### config.mk
export PLATFORM = sky130hd
export DESIGN_NAME = psu_signal_sequencer
export DESIGN_NICKNAME = d
export VERILOG_FILES = /design/src/core/psu_seq_pkg.sv /design/src/core/psu_blink_timebase.sv /design/src/core/psu_signal_sequencer.sv
export SDC_FILE = /design/constraint.sdc
export NUM_CORES = 1
export LEC_CHECK = 0
export BUFFER_PORTS_ARGS = -buffer_cell sky130_fd_sc_hd__buf_2
export CAP_MARGIN = 25
export CORE_MARGIN = 4
export CORE_UTILIZATION = 52
export DETAILED_ROUTE_END_ITERATION = 10
export PLACE_DENSITY = 0.74
export SYNTH_ARGS = -nofsm -noshare
export SYNTH_HDL_FRONTEND = slang
export SYNTH_SLANG_ARGS = --single-unit
### constraint.sdc
create_clock -name CLK_I -period 3.5 [get_ports CLK_I]
set_input_delay 0.35 -clock CLK_I [delete_from_list [all_inputs] [get_ports CLK_I]]
set_output_delay 0.35 -clock CLK_I [all_outputs]
set_load 0.01 [all_outputs]
### src/core/psu_seq_pkg.sv
// Shared constants and types of the power supply signal sequencer
package psu_seq_pkg;
	// Clock and timebase
	localparam int CLK_PERIOD_NS = 10;
	localparam int NS_PER_MS = 1000000;
	localparam int CYC_PER_MS = NS_PER_MS / CLK_PERIOD_NS;
	localparam int BLINK_MS_DEF = 500;
	localparam logic [2:0] LAST_SLOT = 3'h5;
	localparam int MS_W = 11;

	// Times in ms; limits as specified, targets chosen inside them
	localparam int LG_ON_START_MAX_MS = 2000;
	localparam int LG_ON_START_MS = 1000;
	localparam int LG_ON_DIP_MAX_MS = 100;
	localparam int LG_ON_DIP_MS = 50;
	localparam int LG_TO_MAIN_MIN_MS = 7;
	localparam int LG_TO_STBY_MIN_MS = 15;
	localparam int STBY_TO_MAIN_MIN_MS = 10;
	localparam int STBY_TO_MAIN_MAX_MS = 500;
	localparam int OFF_MIN_MS = 1000;
	localparam int OFF_MAX_MS = 1200;
	localparam int EN_DELAY_MIN_MS = 2;
	localparam int EN_DELAY_MAX_MS = 20;
	localparam int EN_DELAY_MS = 5;

	// Same times as counts of 1 ms ticks
	localparam logic [MS_W-1:0] LG_ON_START_CNT = MS_W'(LG_ON_START_MS);
	localparam logic [MS_W-1:0] LG_ON_DIP_CNT = MS_W'(LG_ON_DIP_MS);
	localparam logic [MS_W-1:0] LG_TO_MAIN_CNT = MS_W'(LG_TO_MAIN_MIN_MS);
	localparam logic [MS_W-1:0] LG_TO_STBY_CNT = MS_W'(LG_TO_STBY_MIN_MS);
	localparam logic [MS_W-1:0] STBY_TO_MAIN_CNT = MS_W'(STBY_TO_MAIN_MIN_MS);
	localparam logic [MS_W-1:0] OFF_MIN_CNT = MS_W'(OFF_MIN_MS);
	localparam logic [MS_W-1:0] EN_DELAY_CNT = MS_W'(EN_DELAY_MS);

	// Fan error thresholds in percent
	localparam logic [6:0] FAN_MAJOR_PCT = 7'h0F;
	localparam logic [6:0] FAN_MINOR_PCT = 7'h05;

	// Register port
	localparam int ADDR_W = 4;
	localparam logic [ADDR_W-1:0] CTRL_OFS = 4'h0;
	localparam logic [ADDR_W-1:0] STAT_OFS = 4'h4;
	localparam int CTRL_IDLE_BIT = 0;
	localparam logic CTRL_IDLE_RST = 1'h0;
	localparam int ST_STBY_BIT = 0;
	localparam int ST_MAIN_BIT = 1;
	localparam int ST_LG_BIT = 2;
	localparam int ST_LATCH_BIT = 3;
	localparam int ST_IDLE_BIT = 4;
	localparam int ST_ENREQ_BIT = 5;
	localparam int ST_PAT_LSB = 8;

	typedef enum logic [1:0] {
		STBY_HOLD = 2'h0,
		STBY_READY = 2'h1,
		STBY_ON = 2'h2
	} stby_e;

	typedef enum logic [1:0] {
		MAIN_HOLD = 2'h0,
		MAIN_READY = 2'h1,
		MAIN_ON = 2'h2
	} main_e;

	typedef enum logic [2:0] {
		PAT_OFF = 3'h0,
		PAT_GREEN = 3'h1,
		PAT_EN_OFF = 3'h2,
		PAT_IDLE = 3'h3,
		PAT_FAULT = 3'h4,
		PAT_OT_WARN = 3'h5,
		PAT_FAN_MINOR = 3'h6
	} pat_e;
endpackage

### src/core/psu_blink_timebase.sv
// Millisecond tick and blink slot generator
`timescale 1ns/10ps
module psu_blink_timebase #(
	parameter int CYC_PER_MS = psu_seq_pkg::CYC_PER_MS,
	parameter int BLINK_MS = psu_seq_pkg::BLINK_MS_DEF
) (
	input wire logic clk_i, // System clock
	input wire logic rst_i, // Synchronous reset
	output logic tick_o, // One-cycle pulse every ms
	output logic [2:0] slot_o // Blink slot, 0 to 5
);
	localparam int CW = $clog2(CYC_PER_MS);
	localparam int BW = $clog2(BLINK_MS + 1);
	localparam logic [CW-1:0] CYC_LAST = CW'(CYC_PER_MS - 1);
	localparam logic [BW-1:0] BLINK_LAST = BW'(BLINK_MS - 1);

	if (CYC_PER_MS < 2 || BLINK_MS < 1) begin : g_bad
		$error("timebase parameters out of range");
	end

	logic [CW-1:0] cyc;
	logic [BW-1:0] bms;
	wire cyc_end = cyc == CYC_LAST;
	wire blink_end = cyc_end && (bms == BLINK_LAST);
	wire slot_end = slot_o == psu_seq_pkg::LAST_SLOT;

	// Six slots so that both 1:1 and 1:2 patterns repeat cleanly
	always_ff @(posedge clk_i) begin
		if (rst_i) begin
			cyc <= '0;
			bms <= '0;
			tick_o <= 1'h0;
			slot_o <= 3'h0;
		end else begin
			cyc <= cyc_end ? '0 : cyc + 1'h1;
			tick_o <= cyc_end;
			if (cyc_end) begin
				bms <= (bms == BLINK_LAST) ? '0 : bms + 1'h1;
			end
			if (blink_end) begin
				slot_o <= slot_end ? 3'h0 : slot_o + 3'h1;
			end
		end
	end
endmodule

### src/core/psu_signal_sequencer.sv
// Rail sequencing, line-good timing and status LEDs of a power supply
// Overview of operation
// - Line LED green while line in range
// - DC LED blinks per enable and idle
// - Listed faults show solid yellow DC LED
// - Warnings blink yellow/green 2:1 or 1:1
// - DC LED conditions tested in fixed priority
// - Kill input high disables main rail
// - Standby rail ignores the kill input
// - Start automatically with line and enable
// - Line good within start-up or dip delay
// - Line good drops within 5 ms
// - Main rail 10 to 500 ms after standby
// - Line good leads rail drops by margins
// - Rails stay off 1000 to 1200 ms
// - Main rail follows the enable input
// - Enable toggle clears latched faults
// - Main rail reacts 2 to 20 ms after enable
//
// The plain strobed port and the placing of the registers were chosen for this implementation.
`timescale 1ns/10ps
module psu_signal_sequencer #(
	parameter int CYC_PER_MS = psu_seq_pkg::CYC_PER_MS,
	parameter int BLINK_MS = psu_seq_pkg::BLINK_MS_DEF
) (
	input wire logic CLK_I, // 100 MHz clock
	input wire logic RST_I, // Synchronous reset, high
	input wire logic LINE_OK_I, // Input line within range
	input wire logic MAIN_OUTPUT_ENABLE_N_I, // Main enable, low active
	input wire logic HOT_UNPLUG_KILL_I, // Unplug kill, high active
	input wire logic IDLE_STANDBY_PERMIT_I, // Idle standby permit pin
	input wire logic LIGHT_LOAD_I, // Load low enough for idle
	input wire logic MAIN_REG_OK_I, // Main rail in regulation
	input wire logic STBY_REG_OK_I, // Standby rail in regulation
	input wire logic OT_SHUT_I, // Overtemperature shutdown
	input wire logic OT_WARN_I, // Overtemperature warning
	input wire logic OV_I, // Overvoltage trip, either rail
	input wire logic OC_I, // Overcurrent trip, either rail
	input wire logic [6:0] FAN_ERR_PCT_I, // Fan error in percent
	input wire logic [3:0] ADDR_I, // Register address
	input wire logic [31:0] WDATA_I, // Register write data
	input wire logic WE_I, // Write strobe
	input wire logic RE_I, // Read strobe
	output logic [31:0] RDATA_O, // Read data, cycle after strobe
	output logic STBY_RAIL_EN_O, // Standby rail enable
	output logic MAIN_RAIL_EN_O, // Main rail enable
	output logic LINE_GOOD_O, // Line good, high active
	output logic LINE_LED_O, // Line LED green
	output logic DC_GREEN_O, // DC LED green
	output logic DC_YELLOW_O // DC LED yellow
);
	localparam int MS_W = psu_seq_pkg::MS_W;
	localparam int NPIN = 18;
	// Enable input idles high like its pull-up
	localparam logic [NPIN-1:0] PIN_RST = 18'h00002;

	if (psu_seq_pkg::EN_DELAY_MS < psu_seq_pkg::EN_DELAY_MIN_MS ||
			psu_seq_pkg::EN_DELAY_MS >= psu_seq_pkg::EN_DELAY_MAX_MS ||
			psu_seq_pkg::LG_ON_START_MS >= psu_seq_pkg::LG_ON_START_MAX_MS ||
			psu_seq_pkg::LG_ON_DIP_MS >= psu_seq_pkg::LG_ON_DIP_MAX_MS ||
			psu_seq_pkg::LG_TO_MAIN_MIN_MS >= psu_seq_pkg::LG_TO_STBY_MIN_MS) begin : g_bad
		$error("sequencer timing constants out of range");
	end

	function automatic logic [MS_W-1:0] sat_inc(input logic [MS_W-1:0] v);
		sat_inc = (&v) ? v : v + 1'h1;
	endfunction

	// Two-flop synchronisers for every pin
	logic [NPIN-1:0] pin_meta;
	logic [NPIN-1:0] pin_s;
	wire [NPIN-1:0] pin_raw = {FAN_ERR_PCT_I, OC_I, OV_I, OT_WARN_I, OT_SHUT_I,
		STBY_REG_OK_I, MAIN_REG_OK_I, LIGHT_LOAD_I, IDLE_STANDBY_PERMIT_I,
		HOT_UNPLUG_KILL_I, MAIN_OUTPUT_ENABLE_N_I, LINE_OK_I};

	always_ff @(posedge CLK_I) begin
		if (RST_I) begin
			pin_meta <= PIN_RST;
			pin_s <= PIN_RST;
		end else begin
			pin_meta <= pin_raw;
			pin_s <= pin_meta;
		end
	end

	wire line_ok = pin_s[0];
	wire en_n_s = pin_s[1];
	wire kill = pin_s[2];
	wire idle_pin = pin_s[3];
	wire light_load = pin_s[4];
	wire main_reg_ok = pin_s[5];
	wire stby_reg_ok = pin_s[6];
	wire ot_shut = pin_s[7];
	wire ot_warn = pin_s[8];
	wire ov = pin_s[9];
	wire oc = pin_s[10];
	// Fan value changes slowly; a torn sample lasts one cycle at most
	wire [6:0] fan_pct = pin_s[17:11];

	logic tick;
	logic [2:0] slot;

	psu_blink_timebase #(
		.CYC_PER_MS(CYC_PER_MS),
		.BLINK_MS(BLINK_MS)
	) u_timebase (
		.clk_i(CLK_I),
		.rst_i(RST_I),
		.tick_o(tick),
		.slot_o(slot)
	);

	// Enable filter: a new level must persist before the rail follows
	logic en_req;
	logic [MS_W-1:0] en_ms;
	wire en_diff = en_n_s == en_req;
	wire en_flip = en_diff && (en_ms == psu_seq_pkg::EN_DELAY_CNT);

	always_ff @(posedge CLK_I) begin
		if (RST_I) begin
			en_req <= 1'h0;
			en_ms <= '0;
		end else if (!en_diff || en_flip) begin
			en_req <= en_flip ? !en_req : en_req;
			en_ms <= '0;
		end else if (tick) begin
			en_ms <= sat_inc(en_ms);
		end
	end

	// Latched shutdown faults; a new trip wins over the clear
	logic flt_latch;
	always_ff @(posedge CLK_I) begin
		if (RST_I) begin
			flt_latch <= 1'h0;
		end else begin
			flt_latch <= ov || oc || (flt_latch && en_req);
		end
	end

	// Software control register
	logic ctrl_idle;
	wire ctrl_wr = WE_I && (ADDR_I == psu_seq_pkg::CTRL_OFS);

	always_ff @(posedge CLK_I) begin
		if (RST_I) begin
			ctrl_idle <= psu_seq_pkg::CTRL_IDLE_RST;
		end else if (ctrl_wr) begin
			ctrl_idle <= WDATA_I[psu_seq_pkg::CTRL_IDLE_BIT];
		end
	end

	wire idle = ctrl_idle && idle_pin && light_load && en_req && !flt_latch && !ot_shut;

	// Line good and the line-loss timer that orders the rail drops
	logic lg;
	logic started;
	logic [MS_W-1:0] lg_ms;
	logic [MS_W-1:0] lost_ms;
	wire [MS_W-1:0] lg_target = started ? psu_seq_pkg::LG_ON_DIP_CNT :
		psu_seq_pkg::LG_ON_START_CNT;
	wire main_drop = lost_ms > psu_seq_pkg::LG_TO_MAIN_CNT;
	wire stby_drop = lost_ms > psu_seq_pkg::LG_TO_STBY_CNT;

	always_ff @(posedge CLK_I) begin
		if (RST_I) begin
			lg <= 1'h0;
			started <= 1'h0;
			lg_ms <= '0;
			lost_ms <= '0;
		end else if (!line_ok) begin
			lg <= 1'h0;
			lg_ms <= '0;
			if (tick && !lg) begin
				lost_ms <= sat_inc(lost_ms);
			end
		end else begin
			lost_ms <= '0;
			if (!lg && lg_ms >= lg_target) begin
				lg <= 1'h1;
				started <= 1'h1;
			end else if (tick && !lg) begin
				lg_ms <= sat_inc(lg_ms);
			end
		end
	end

	// Standby rail
	psu_seq_pkg::stby_e stby_st;
	psu_seq_pkg::stby_e next_stby_st;
	logic [MS_W-1:0] stby_off_ms;
	logic [MS_W-1:0] stby_up_ms;
	wire stby_on = stby_st == psu_seq_pkg::STBY_ON;

	// Kill input deliberately absent here
	always_comb begin
		next_stby_st = stby_st;
		unique case (stby_st)
			psu_seq_pkg::STBY_HOLD: begin
				if (stby_off_ms > psu_seq_pkg::OFF_MIN_CNT) begin
					next_stby_st = psu_seq_pkg::STBY_READY;
				end
			end
			psu_seq_pkg::STBY_READY: begin
				if (line_ok) begin
					next_stby_st = psu_seq_pkg::STBY_ON;
				end
			end
			psu_seq_pkg::STBY_ON: begin
				if (stby_drop) begin
					next_stby_st = psu_seq_pkg::STBY_HOLD;
				end
			end
			default: next_stby_st = psu_seq_pkg::STBY_HOLD;
		endcase
	end

	always_ff @(posedge CLK_I) begin
		if (RST_I) begin
			stby_st <= psu_seq_pkg::STBY_READY;
			stby_off_ms <= '0;
			stby_up_ms <= '0;
		end else begin
			stby_st <= next_stby_st;
			if (stby_st != psu_seq_pkg::STBY_HOLD) begin
				stby_off_ms <= '0;
			end else if (tick) begin
				stby_off_ms <= sat_inc(stby_off_ms);
			end
			if (!stby_on) begin
				stby_up_ms <= '0;
			end else if (tick) begin
				stby_up_ms <= sat_inc(stby_up_ms);
			end
		end
	end

	// Main rail
	psu_seq_pkg::main_e main_st;
	psu_seq_pkg::main_e next_main_st;
	logic [MS_W-1:0] main_off_ms;
	wire stby_settled = stby_on && (stby_up_ms > psu_seq_pkg::STBY_TO_MAIN_CNT);
	wire main_go = line_ok && en_req && !kill && !flt_latch && !ot_shut &&
		!idle && stby_settled;
	wire main_stop = kill || !en_req || flt_latch || ot_shut || idle ||
		main_drop || !stby_on;

	always_comb begin
		next_main_st = main_st;
		unique case (main_st)
			psu_seq_pkg::MAIN_HOLD: begin
				if (main_off_ms > psu_seq_pkg::OFF_MIN_CNT) begin
					next_main_st = psu_seq_pkg::MAIN_READY;
				end
			end
			psu_seq_pkg::MAIN_READY: begin
				if (main_go) begin
					next_main_st = psu_seq_pkg::MAIN_ON;
				end
			end
			psu_seq_pkg::MAIN_ON: begin
				if (main_stop) begin
					next_main_st = psu_seq_pkg::MAIN_HOLD;
				end
			end
			default: next_main_st = psu_seq_pkg::MAIN_HOLD;
		endcase
	end

	always_ff @(posedge CLK_I) begin
		if (RST_I) begin
			main_st <= psu_seq_pkg::MAIN_READY;
			main_off_ms <= '0;
		end else begin
			main_st <= next_main_st;
			if (main_st != psu_seq_pkg::MAIN_HOLD) begin
				main_off_ms <= '0;
			end else if (tick) begin
				main_off_ms <= sat_inc(main_off_ms);
			end
		end
	end

	// DC LED pattern selection
	wire main_on = main_st == psu_seq_pkg::MAIN_ON;
	wire rail_bad = (main_on && !main_reg_ok) || (stby_on && !stby_reg_ok);
	wire solid_fault = rail_bad || ot_shut || flt_latch ||
		(fan_pct > psu_seq_pkg::FAN_MAJOR_PCT);
	wire fan_minor = (fan_pct > psu_seq_pkg::FAN_MINOR_PCT) &&
		(fan_pct < psu_seq_pkg::FAN_MAJOR_PCT);
	wire healthy = main_on && stby_on && main_reg_ok && stby_reg_ok;
	psu_seq_pkg::pat_e pat;
	psu_seq_pkg::pat_e next_pat;

	// First true condition wins
	assign next_pat = en_n_s ? psu_seq_pkg::PAT_EN_OFF :
		idle ? psu_seq_pkg::PAT_IDLE :
		solid_fault ? psu_seq_pkg::PAT_FAULT :
		ot_warn ? psu_seq_pkg::PAT_OT_WARN :
		fan_minor ? psu_seq_pkg::PAT_FAN_MINOR :
		healthy ? psu_seq_pkg::PAT_GREEN : psu_seq_pkg::PAT_OFF;

	wire [2:0] slot_m3 = (slot >= 3'h3) ? slot - 3'h3 : slot;
	wire even = !slot[0];
	logic next_yel;
	logic next_grn;

	always_comb begin
		next_yel = 1'h0;
		next_grn = 1'h0;
		unique case (pat)
			psu_seq_pkg::PAT_OFF: ;
			psu_seq_pkg::PAT_GREEN: next_grn = 1'h1;
			psu_seq_pkg::PAT_EN_OFF: next_yel = even;
			psu_seq_pkg::PAT_IDLE: begin
				next_yel = slot_m3 == 3'h0;
				next_grn = slot_m3 != 3'h0;
			end
			psu_seq_pkg::PAT_FAULT: next_yel = 1'h1;
			psu_seq_pkg::PAT_OT_WARN: begin
				next_yel = slot_m3 != 3'h2;
				next_grn = slot_m3 == 3'h2;
			end
			psu_seq_pkg::PAT_FAN_MINOR: begin
				next_yel = even;
				next_grn = !even;
			end
			default: ;
		endcase
	end

	always_ff @(posedge CLK_I) begin
		if (RST_I) begin
			pat <= psu_seq_pkg::PAT_OFF;
			DC_YELLOW_O <= 1'h0;
			DC_GREEN_O <= 1'h0;
			LINE_LED_O <= 1'h0;
		end else begin
			pat <= next_pat;
			DC_YELLOW_O <= next_yel;
			DC_GREEN_O <= next_grn;
			LINE_LED_O <= line_ok;
		end
	end

	assign STBY_RAIL_EN_O = stby_on;
	assign MAIN_RAIL_EN_O = main_on;
	assign LINE_GOOD_O = lg;

	// Register read port; unmapped addresses read zero
	wire [31:0] stat_word = {21'h000000, pat, 2'h0, en_req, idle, flt_latch, lg,
		main_on, stby_on};
	wire [31:0] ctrl_word = {31'h00000000, ctrl_idle};
	wire [31:0] next_rdata = (ADDR_I == psu_seq_pkg::CTRL_OFS) ? ctrl_word :
		(ADDR_I == psu_seq_pkg::STAT_OFS) ? stat_word : 32'h00000000;

	always_ff @(posedge CLK_I) begin
		if (RST_I) begin
			RDATA_O <= 32'h00000000;
		end else begin
			RDATA_O <= RE_I ? next_rdata : 32'h00000000;
		end
	end
endmodule

==> results.md, run 1 <==
* Commonest non-fill, non-tap cell in the layout: dfxtp_1
* Final core occ at 59.5%
* Num CTS Buffers at 17
* Hold Startpoint: OV_I
* Number of nets still failing antenna checks after routing at 0
* Routed vias at 5207
* Total setup buffers inserted after CTS at 0
* Clock transition at the registers of the reported paths at 0.06 ns
* Setup violators final at 0
* Dpl ws at 1.23 ns
* Mean post-synth cell area at 8.92 sq um
* Post-synthesis cell type with the largest combined area: dfxtp_1
* EDFF count, synth at 0
* Hold WC Path Type: in2reg
* Worst setup EP type: flip-flop
* Final WL at 12500 microns
* Most Crowded Layer GR: met2
* Startpoint Class: flip-flop
* CP required at 3.84 ns
* Drc violations at 0
* Seq cells post-synth at approximately 160
* Drt wl/cell at 12.3 microns
* Synth cell types at 61
* Worst Max-Slew Pin Slew at 0.649 ns
* Global-route usage over all layers at 16.4%
* Met1 Use GR at 22.0%
* Launch point of the worst path: started
* Worst Setup Path Type: reg2reg
* CTS tree: done
* Mapped Area at 7020 sq um
* Layout cells sized above 1 at 11.5%
* Die ar. at 15400 sq um
* M3 GR Usage at 4.34%
* # clock sinks at about 160
* Clock tree buffer depth at 2
* Row count at 42
* RSZ-0062 raised after global routing: no
* Vias in the first global route at 4693
* Chip Width at roughly 120 microns
* CP max-delay cell: or4_1
* Port Buf Inserts at 41
* Area delta synth->final at 12.3%
* Hold Vio Cnt, Final at 0
* Setup TNS at 0 ns
* First-pass GRT wire length at 21500 microns
* DR iter-0 viols at 284
* Final min period at 2.29 ns
* DR pass1 iterations at 5
* Seq/Total Area, Yosys at 44.5%
* Top FF cell, synth: dfxtp_1
* Worst r2r src: started
* Initial core utilization at 53.0%
* Total I/O pin count at 96
* Fin nets at 906
* Hold buffer count at CTS at 0
* Slew headroom at 56.4%
* Clock root buffer: clkbuf_16
* Pwr per Cell Area at 478 nW/um^2
* Max-Cap Viols at 0
* Grt ovf at 0
* Lkg Pwr at 2.90 nW
* Ant diodes at 0
* Most numerous cell on the critical path: a21oi_1
* Core ar. at 13200 sq um
* Worst EP arrival at about 2.6 ns
* Async set or reset register ratio after synthesis at 0%
* Largest net degree at the start of global routing at 38
* Crit-path max cell delay at 0.55 ns
* Hpwl dp at 8620 microns
* Run status: finished, final reports clean
* Clk_lat worst skew at 0.43 ns
* DP Area at slightly above 7000 sq um
* Final instance area at between 7000 and 8000 sq um
* H-tree Lvls at 4
* Placer Congestion at ~0.80
* Die Height at 124 microns
* Worst vdd rail ir drop at 412 uV
* Commonest cells after routing, fill and taps aside: dfxtp_1, nor2_1, nand2_1
* Max Transition Viols Final at 0
* Area contributors post-synth: dfxtp_1, nor2_1, xnor2_1
* Synthesized instance count at 787
* Worst-path maximum fanout at 16
* Post_cts resized at 0
* Met2 usage at 25.9%
* Layout Skew at 0.0191 ns
* Number of vias per cell at approximately 5
* Max Freq at 0.437 GHz
* Hold Slack at 0.128 ns
* Initial antenna violation count at 0
* Final worst setup slack at 1.21 ns
* Yosys warns at 0
* Period Utilization, post-route at between 60% and 70%
* Worst-path cell chain: inv_1, ha_1, a21oi_1, nor2_1, o31a_1, or4_1, a21oi_1
* Yosys top cell area share at 44.5%
## per-layer routing
layer / wire length [microns] / share of wire [%]
met5: 0 / 0
met4: 47 / 0.38
met3: 515 / 4.1
met2: 5810 / 46
met1: 6140 / 49
## final timing paths
| check | to | slack (ns) | cells past startpoint |
|---|---|---|---|
| worst min-delay path | pin_meta[9] | 0.13 | 2 |
| worst min register to register | pin_s[2] | 0.43 | 1 |
| worst max-delay path | lg_ms[3] | 1.21 | 7 |
| worst max register to register | lg_ms[3] | 1.21 | 7 |
## sequential cells by signal (all words and copies together), names as in the netlist, 2 cells and up
register / count
RDATA_O: 9
lost_ms: 11
lg_ms: 11
stby_up_ms: 11
u_timebase.cyc: 17
pat: 3
u_timebase.slot_o: 3
main_st: 2
u_timebase.bms: 9
pin_s: 18
en_ms: 11
pin_meta: 18
stby_off_ms: 11
stby_st: 2
main_off_ms: 11
## worst max-delay path, delay by kind of cell (launching register included)
kind	cells	cell delay [ns]
DFF	1	0.48
buffers and inverters	1	0.10
adders and majority gates	1	0.32
and+or+nand+nor	2	0.62
AOI/OAI and AO/OA	3	0.69
## synthesized netlist by cell type, types with 4 or more instances
cell type and instances:
dfxtp_1 156, nor2_1 105, nand2_1 46, nor2b_1 39
xnor2_1 39, nand3_1 35, a21oi_1 30, inv_1 29
nor3_1 28, buf_4 25, ha_1 23, nand4_1 19
xor2_1 17, clkbuf_1 15, o21ai_0 14, and2_1 13
and3_1 12, mux2i_1 11, and4_1 10, or3_1 10
a211oi_1 9, nor4_1 9, nand2b_1 7, o31ai_1 7
or2_2 7, a31oi_1 6, or4_1 6, buf_2 5
a21o_1 4, nand3b_1 4, nor3b_1 4
## cell type report
| type | instances | area [sq um] |
|---|---|---|
| Timing Repair Buffer | 44 | 228 |
| Fill cell | 1212 | 5360 |
| Multi-Input combinational cell | 577 | 3590 |
| Sequential cell | 156 | 3120 |
| Inverter | 29 | 109 |
| Tap cell | 176 | 220 |
| Clock buffer | 20 | 467 |
| Clock inverter | 12 | 148 |
## stage by stage
stage / cells / power [mW]
floorplan: 809 / 1.93
global placement: 982 / 1.94
detailed placement: 982 / 1.94
CTS: 1014 / 3.82
global route: 1014 / 3.91
finish: 1014 / 3.77
## cells by family after synthesis
group                    share of synthesized area, %
flip-flops                                       44.5
AO/OA/AOI/OAI                                    8.57
XOR/XNOR                                         6.98
buffers and inverters                            5.59
AND/OR/NAND/NOR                                  28.5
other                                          0.0534
multiplexers                                     1.73
adder cells (fa/ha/maj)                          4.10
## where the power goes
| part | switching, mW | leakage, nW | total [mW] | internal (mW) |
|---|---|---|---|---|
| logic | 0.0518 | 1.33 | 0.0868 | 0.0350 |
| registers | 0.0122 | 1.27 | 1.81 | 1.80 |
| clock network | 0.745 | 0.297 | 1.87 | 1.13 |
| total | 0.809 | 2.90 | 3.77 | 2.96 |
Power figures use the tool's default switching activity.
==> inputs of run 2 (changes only) <==
--- a/config.mk
+++ b/config.mk
@@ -5,6 +5,7 @@
 export SDC_FILE = /design/constraint.sdc
 export NUM_CORES = 1
 export LEC_CHECK = 0
+export ABC_AREA = 1
 export BUFFER_PORTS_ARGS = -buffer_cell sky130_fd_sc_hd__buf_2
 export CAP_MARGIN = 25
 export CORE_MARGIN = 4
==> constraint.sdc (replaced) <==
create_clock -name CLK_I -period 2.19 [get_ports CLK_I]
set_input_delay 0.219 -clock CLK_I [delete_from_list [all_inputs] [get_ports CLK_I]]
set_output_delay 0.219 -clock CLK_I [all_outputs]
set_load 0.01 [all_outputs]
==> run 2 against run 1 <==
- clock skew is 0.0050 ns lower
- sequential cell count stayed put
- power is 58% higher
- worst setup slack worse by 0.82 ns
- largest power group is now registers
==> results.md, run 2 <==
* Async set or reset register ratio after synthesis at 0%
* Clk_lat worst skew at 0.42 ns
* Initial core utilization at 53.4%
* Worst EP arrival at 2.14 ns
* Setup violators final at 0
* H-tree Lvls at 4
* Initial antenna violation count at 0
* Max-Cap Viols at 0
* Worst Setup Path Type: reg2reg
* Worst Max-Slew Pin Slew at 0.511 ns
* Max Transition Viols Final at 0
* Drt wl/cell at 11.8 microns
* Number of vias per cell at between 4 and 5
* Final instance area at 8840 sq um
* Post-synthesis cell type with the largest combined area: dfxtp_1
* Hpwl dp at 11100 microns
* Post_cts resized at 0
* Top Registers: pin_meta: 18 flops, pin_s: 18 flops, u_timebase.cyc: 17 flops
* Layout Skew at 0.0141 ns
* First-pass GRT wire length at 27700 microns
* Grt ovf at 0
* Row count at 44
* Max Freq at 0.558 GHz
* Setup TNS at 0 ns
* Synthesized instance count at 1104
* Yosys warns at 0
* Number of nets still failing antenna checks after routing at 0
* Hold WC Path Type: in2reg
* EDFF count, synth at 0
* Core ar. at between 10000 and 15000 sq um
* Num CTS Buffers at 17
* Fin nets at 1252
* Mapped Area at 7780 sq um
* Hold Slack at 0.0124 ns
* Port Buf Inserts at 41
* Area contributors post-synth: dfxtp_1, nand2_1, inv_1
* Comb power frac at 3.0%
* Final core occ at 60.6%
* Commonest non-fill, non-tap cell in the layout: nand2_1
* Psw at 1.35 mW
* Layout cells sized above 1 at 11.1%
* Clock root buffer: clkbuf_16
* Internal Power at 4.60 mW
* Global-route usage over all layers at around a fifth
* Commonest cells after routing, fill and taps aside: nand2_1, dfxtp_1, inv_1
* Worst setup EP type: flip-flop
* Placer Congestion at 0.865
* Die Height at 130 microns
* Slew headroom at 65.9%
* # clock sinks at 156
* Period Utilization, post-route at 81.8%
* Final WL at 16200 microns
* Mean post-synth cell area at 7.05 sq um
* Worst vdd rail ir drop at 684 uV
* Die ar. at 17000 sq um
* DR pass1 iterations at 5
* RSZ-0062 raised after global routing: no
* Yosys top cell area share at 40.1%
* Vias in the first global route at 6104
* Pwr per Cell Area at 673 nW/um^2
* Seq cells post-synth at 156
* Seq/Total Area, Yosys at 40.1%
* DP Area at 8110 sq um
* Synth cell types at 40
* Final min period at between 1.5 and 2 ns
* Run status: finished, final reports clean
* Largest net degree at the start of global routing at 39
* Lkg Pwr at 3.50 nW
* Clk pwr share at approximately half
* Clock transition at the registers of the reported paths at about 0.060 ns
* Most common cell in the netlist: nand2_1
* Worst-path maximum fanout at 11
* Total I/O pin count at 96
* Drc violations at 0
* Chip Width at between 100 and 150 microns
* Reg power frac at 48.7%
* Switching share of power at 22.8%
* Area delta synth->final at 13.6%
* Top FF cell, synth: dfxtp_1
* DR iter-0 viols at approximately 550
* CP required at 2.54 ns
* Hold Vio Cnt, Final at 0
* Post-synth top cells: nand2_1, dfxtp_1, inv_1
* Ant diodes at 0
* Routed vias at roughly 6800
* CTS tree: done
* Clock tree buffer depth at 2
* Startpoint Class: flip-flop
[run 2: metrics by stage]
step | power [mW] | setup slack (ns) | instances
after floorplan | 3.09 | 0.631 | 1126
after global routing | 6.16 | 0.157 | 1368
after CTS | 6.01 | 0.382 | 1368
after global placement | 3.11 | 0.427 | 1321
after detailed placement | 3.12 | 0.415 | 1321
final | 5.95 | 0.399 | 1368
[run 2: routing by layer]
layer | vias to the layer above | GRT usage (%) | part of all wire, %
li1 | 3608 | - | -
met1 | 3005 | 25.9 | 47
met2 | 127 | 33.4 | 48
met3 | 13 | 4.71 | 4.1
met4 | 0 | 5.87 | 1.2
met5 | - | 0 | 0
[run 2: critical path, cell delays in order, from the launching register on]
cell     delay [ns]
dfxtp_1        0.47
inv_1          0.10
ha_1           0.30
nand2_1        0.05
nor2_1         0.12
nand2_1        0.06
nand3_1        0.06
nand2_1        0.09
nand3_2        0.21
nand2_1        0.07
a21oi_1        0.15
[run 2: cell type report]
cell class	instances	area (sq um)
sequential	156	3120
multi-input combinational	763	3850
timing repair buffer	66	430
clock inverter	13	128
tap	184	230
inverter	167	629
clock buffer	19	453
fill	1296	5750
[run 2: path summary, 6_finish.rpt]
check	from	to	slack, ns	cells after the start
min reg2reg	pin_meta[3]	pin_s[3]	0.40	2
min	OC_I	pin_meta[10]	0.01	3
max reg2reg	started	lg_ms[8]	0.40	10
max	started	lg_ms[8]	0.40	10
[run 2: cells by family (layout without fill, tap and decap cells)]
kind of cell             Yosys count  in the layout  share of synthesized area, %
AND/OR/NAND/NOR                  562            562                          32.7
buffers and inverters            207            265                          11.5
flip-flops                       156            156                          40.1
AO/OA/AOI/OAI                    118            118                          7.80
XOR/XNOR                          37             37                          4.16
adder cells (fa/ha/maj)           23             23                          3.70
other                              1             23                        0.0482
[run 2: what timing repair did]
action / in CTS / in global routing
hold buffers: 15 / 0
setup buffers: 0 / 0
endpoints found under the hold margin: 15 / 0
[run 2: power groups by stage]
stage | logic (mW) | registers [mW] | clock network [mW]
after global routing | 0.208 | 2.90 | 3.06
after global placement | 0.156 | 2.96 | 0
after floorplan | 0.135 | 2.96 | 0
after CTS | 0.179 | 2.90 | 2.93
after detailed placement | 0.158 | 2.96 | 0
final | 0.181 | 2.90 | 2.87
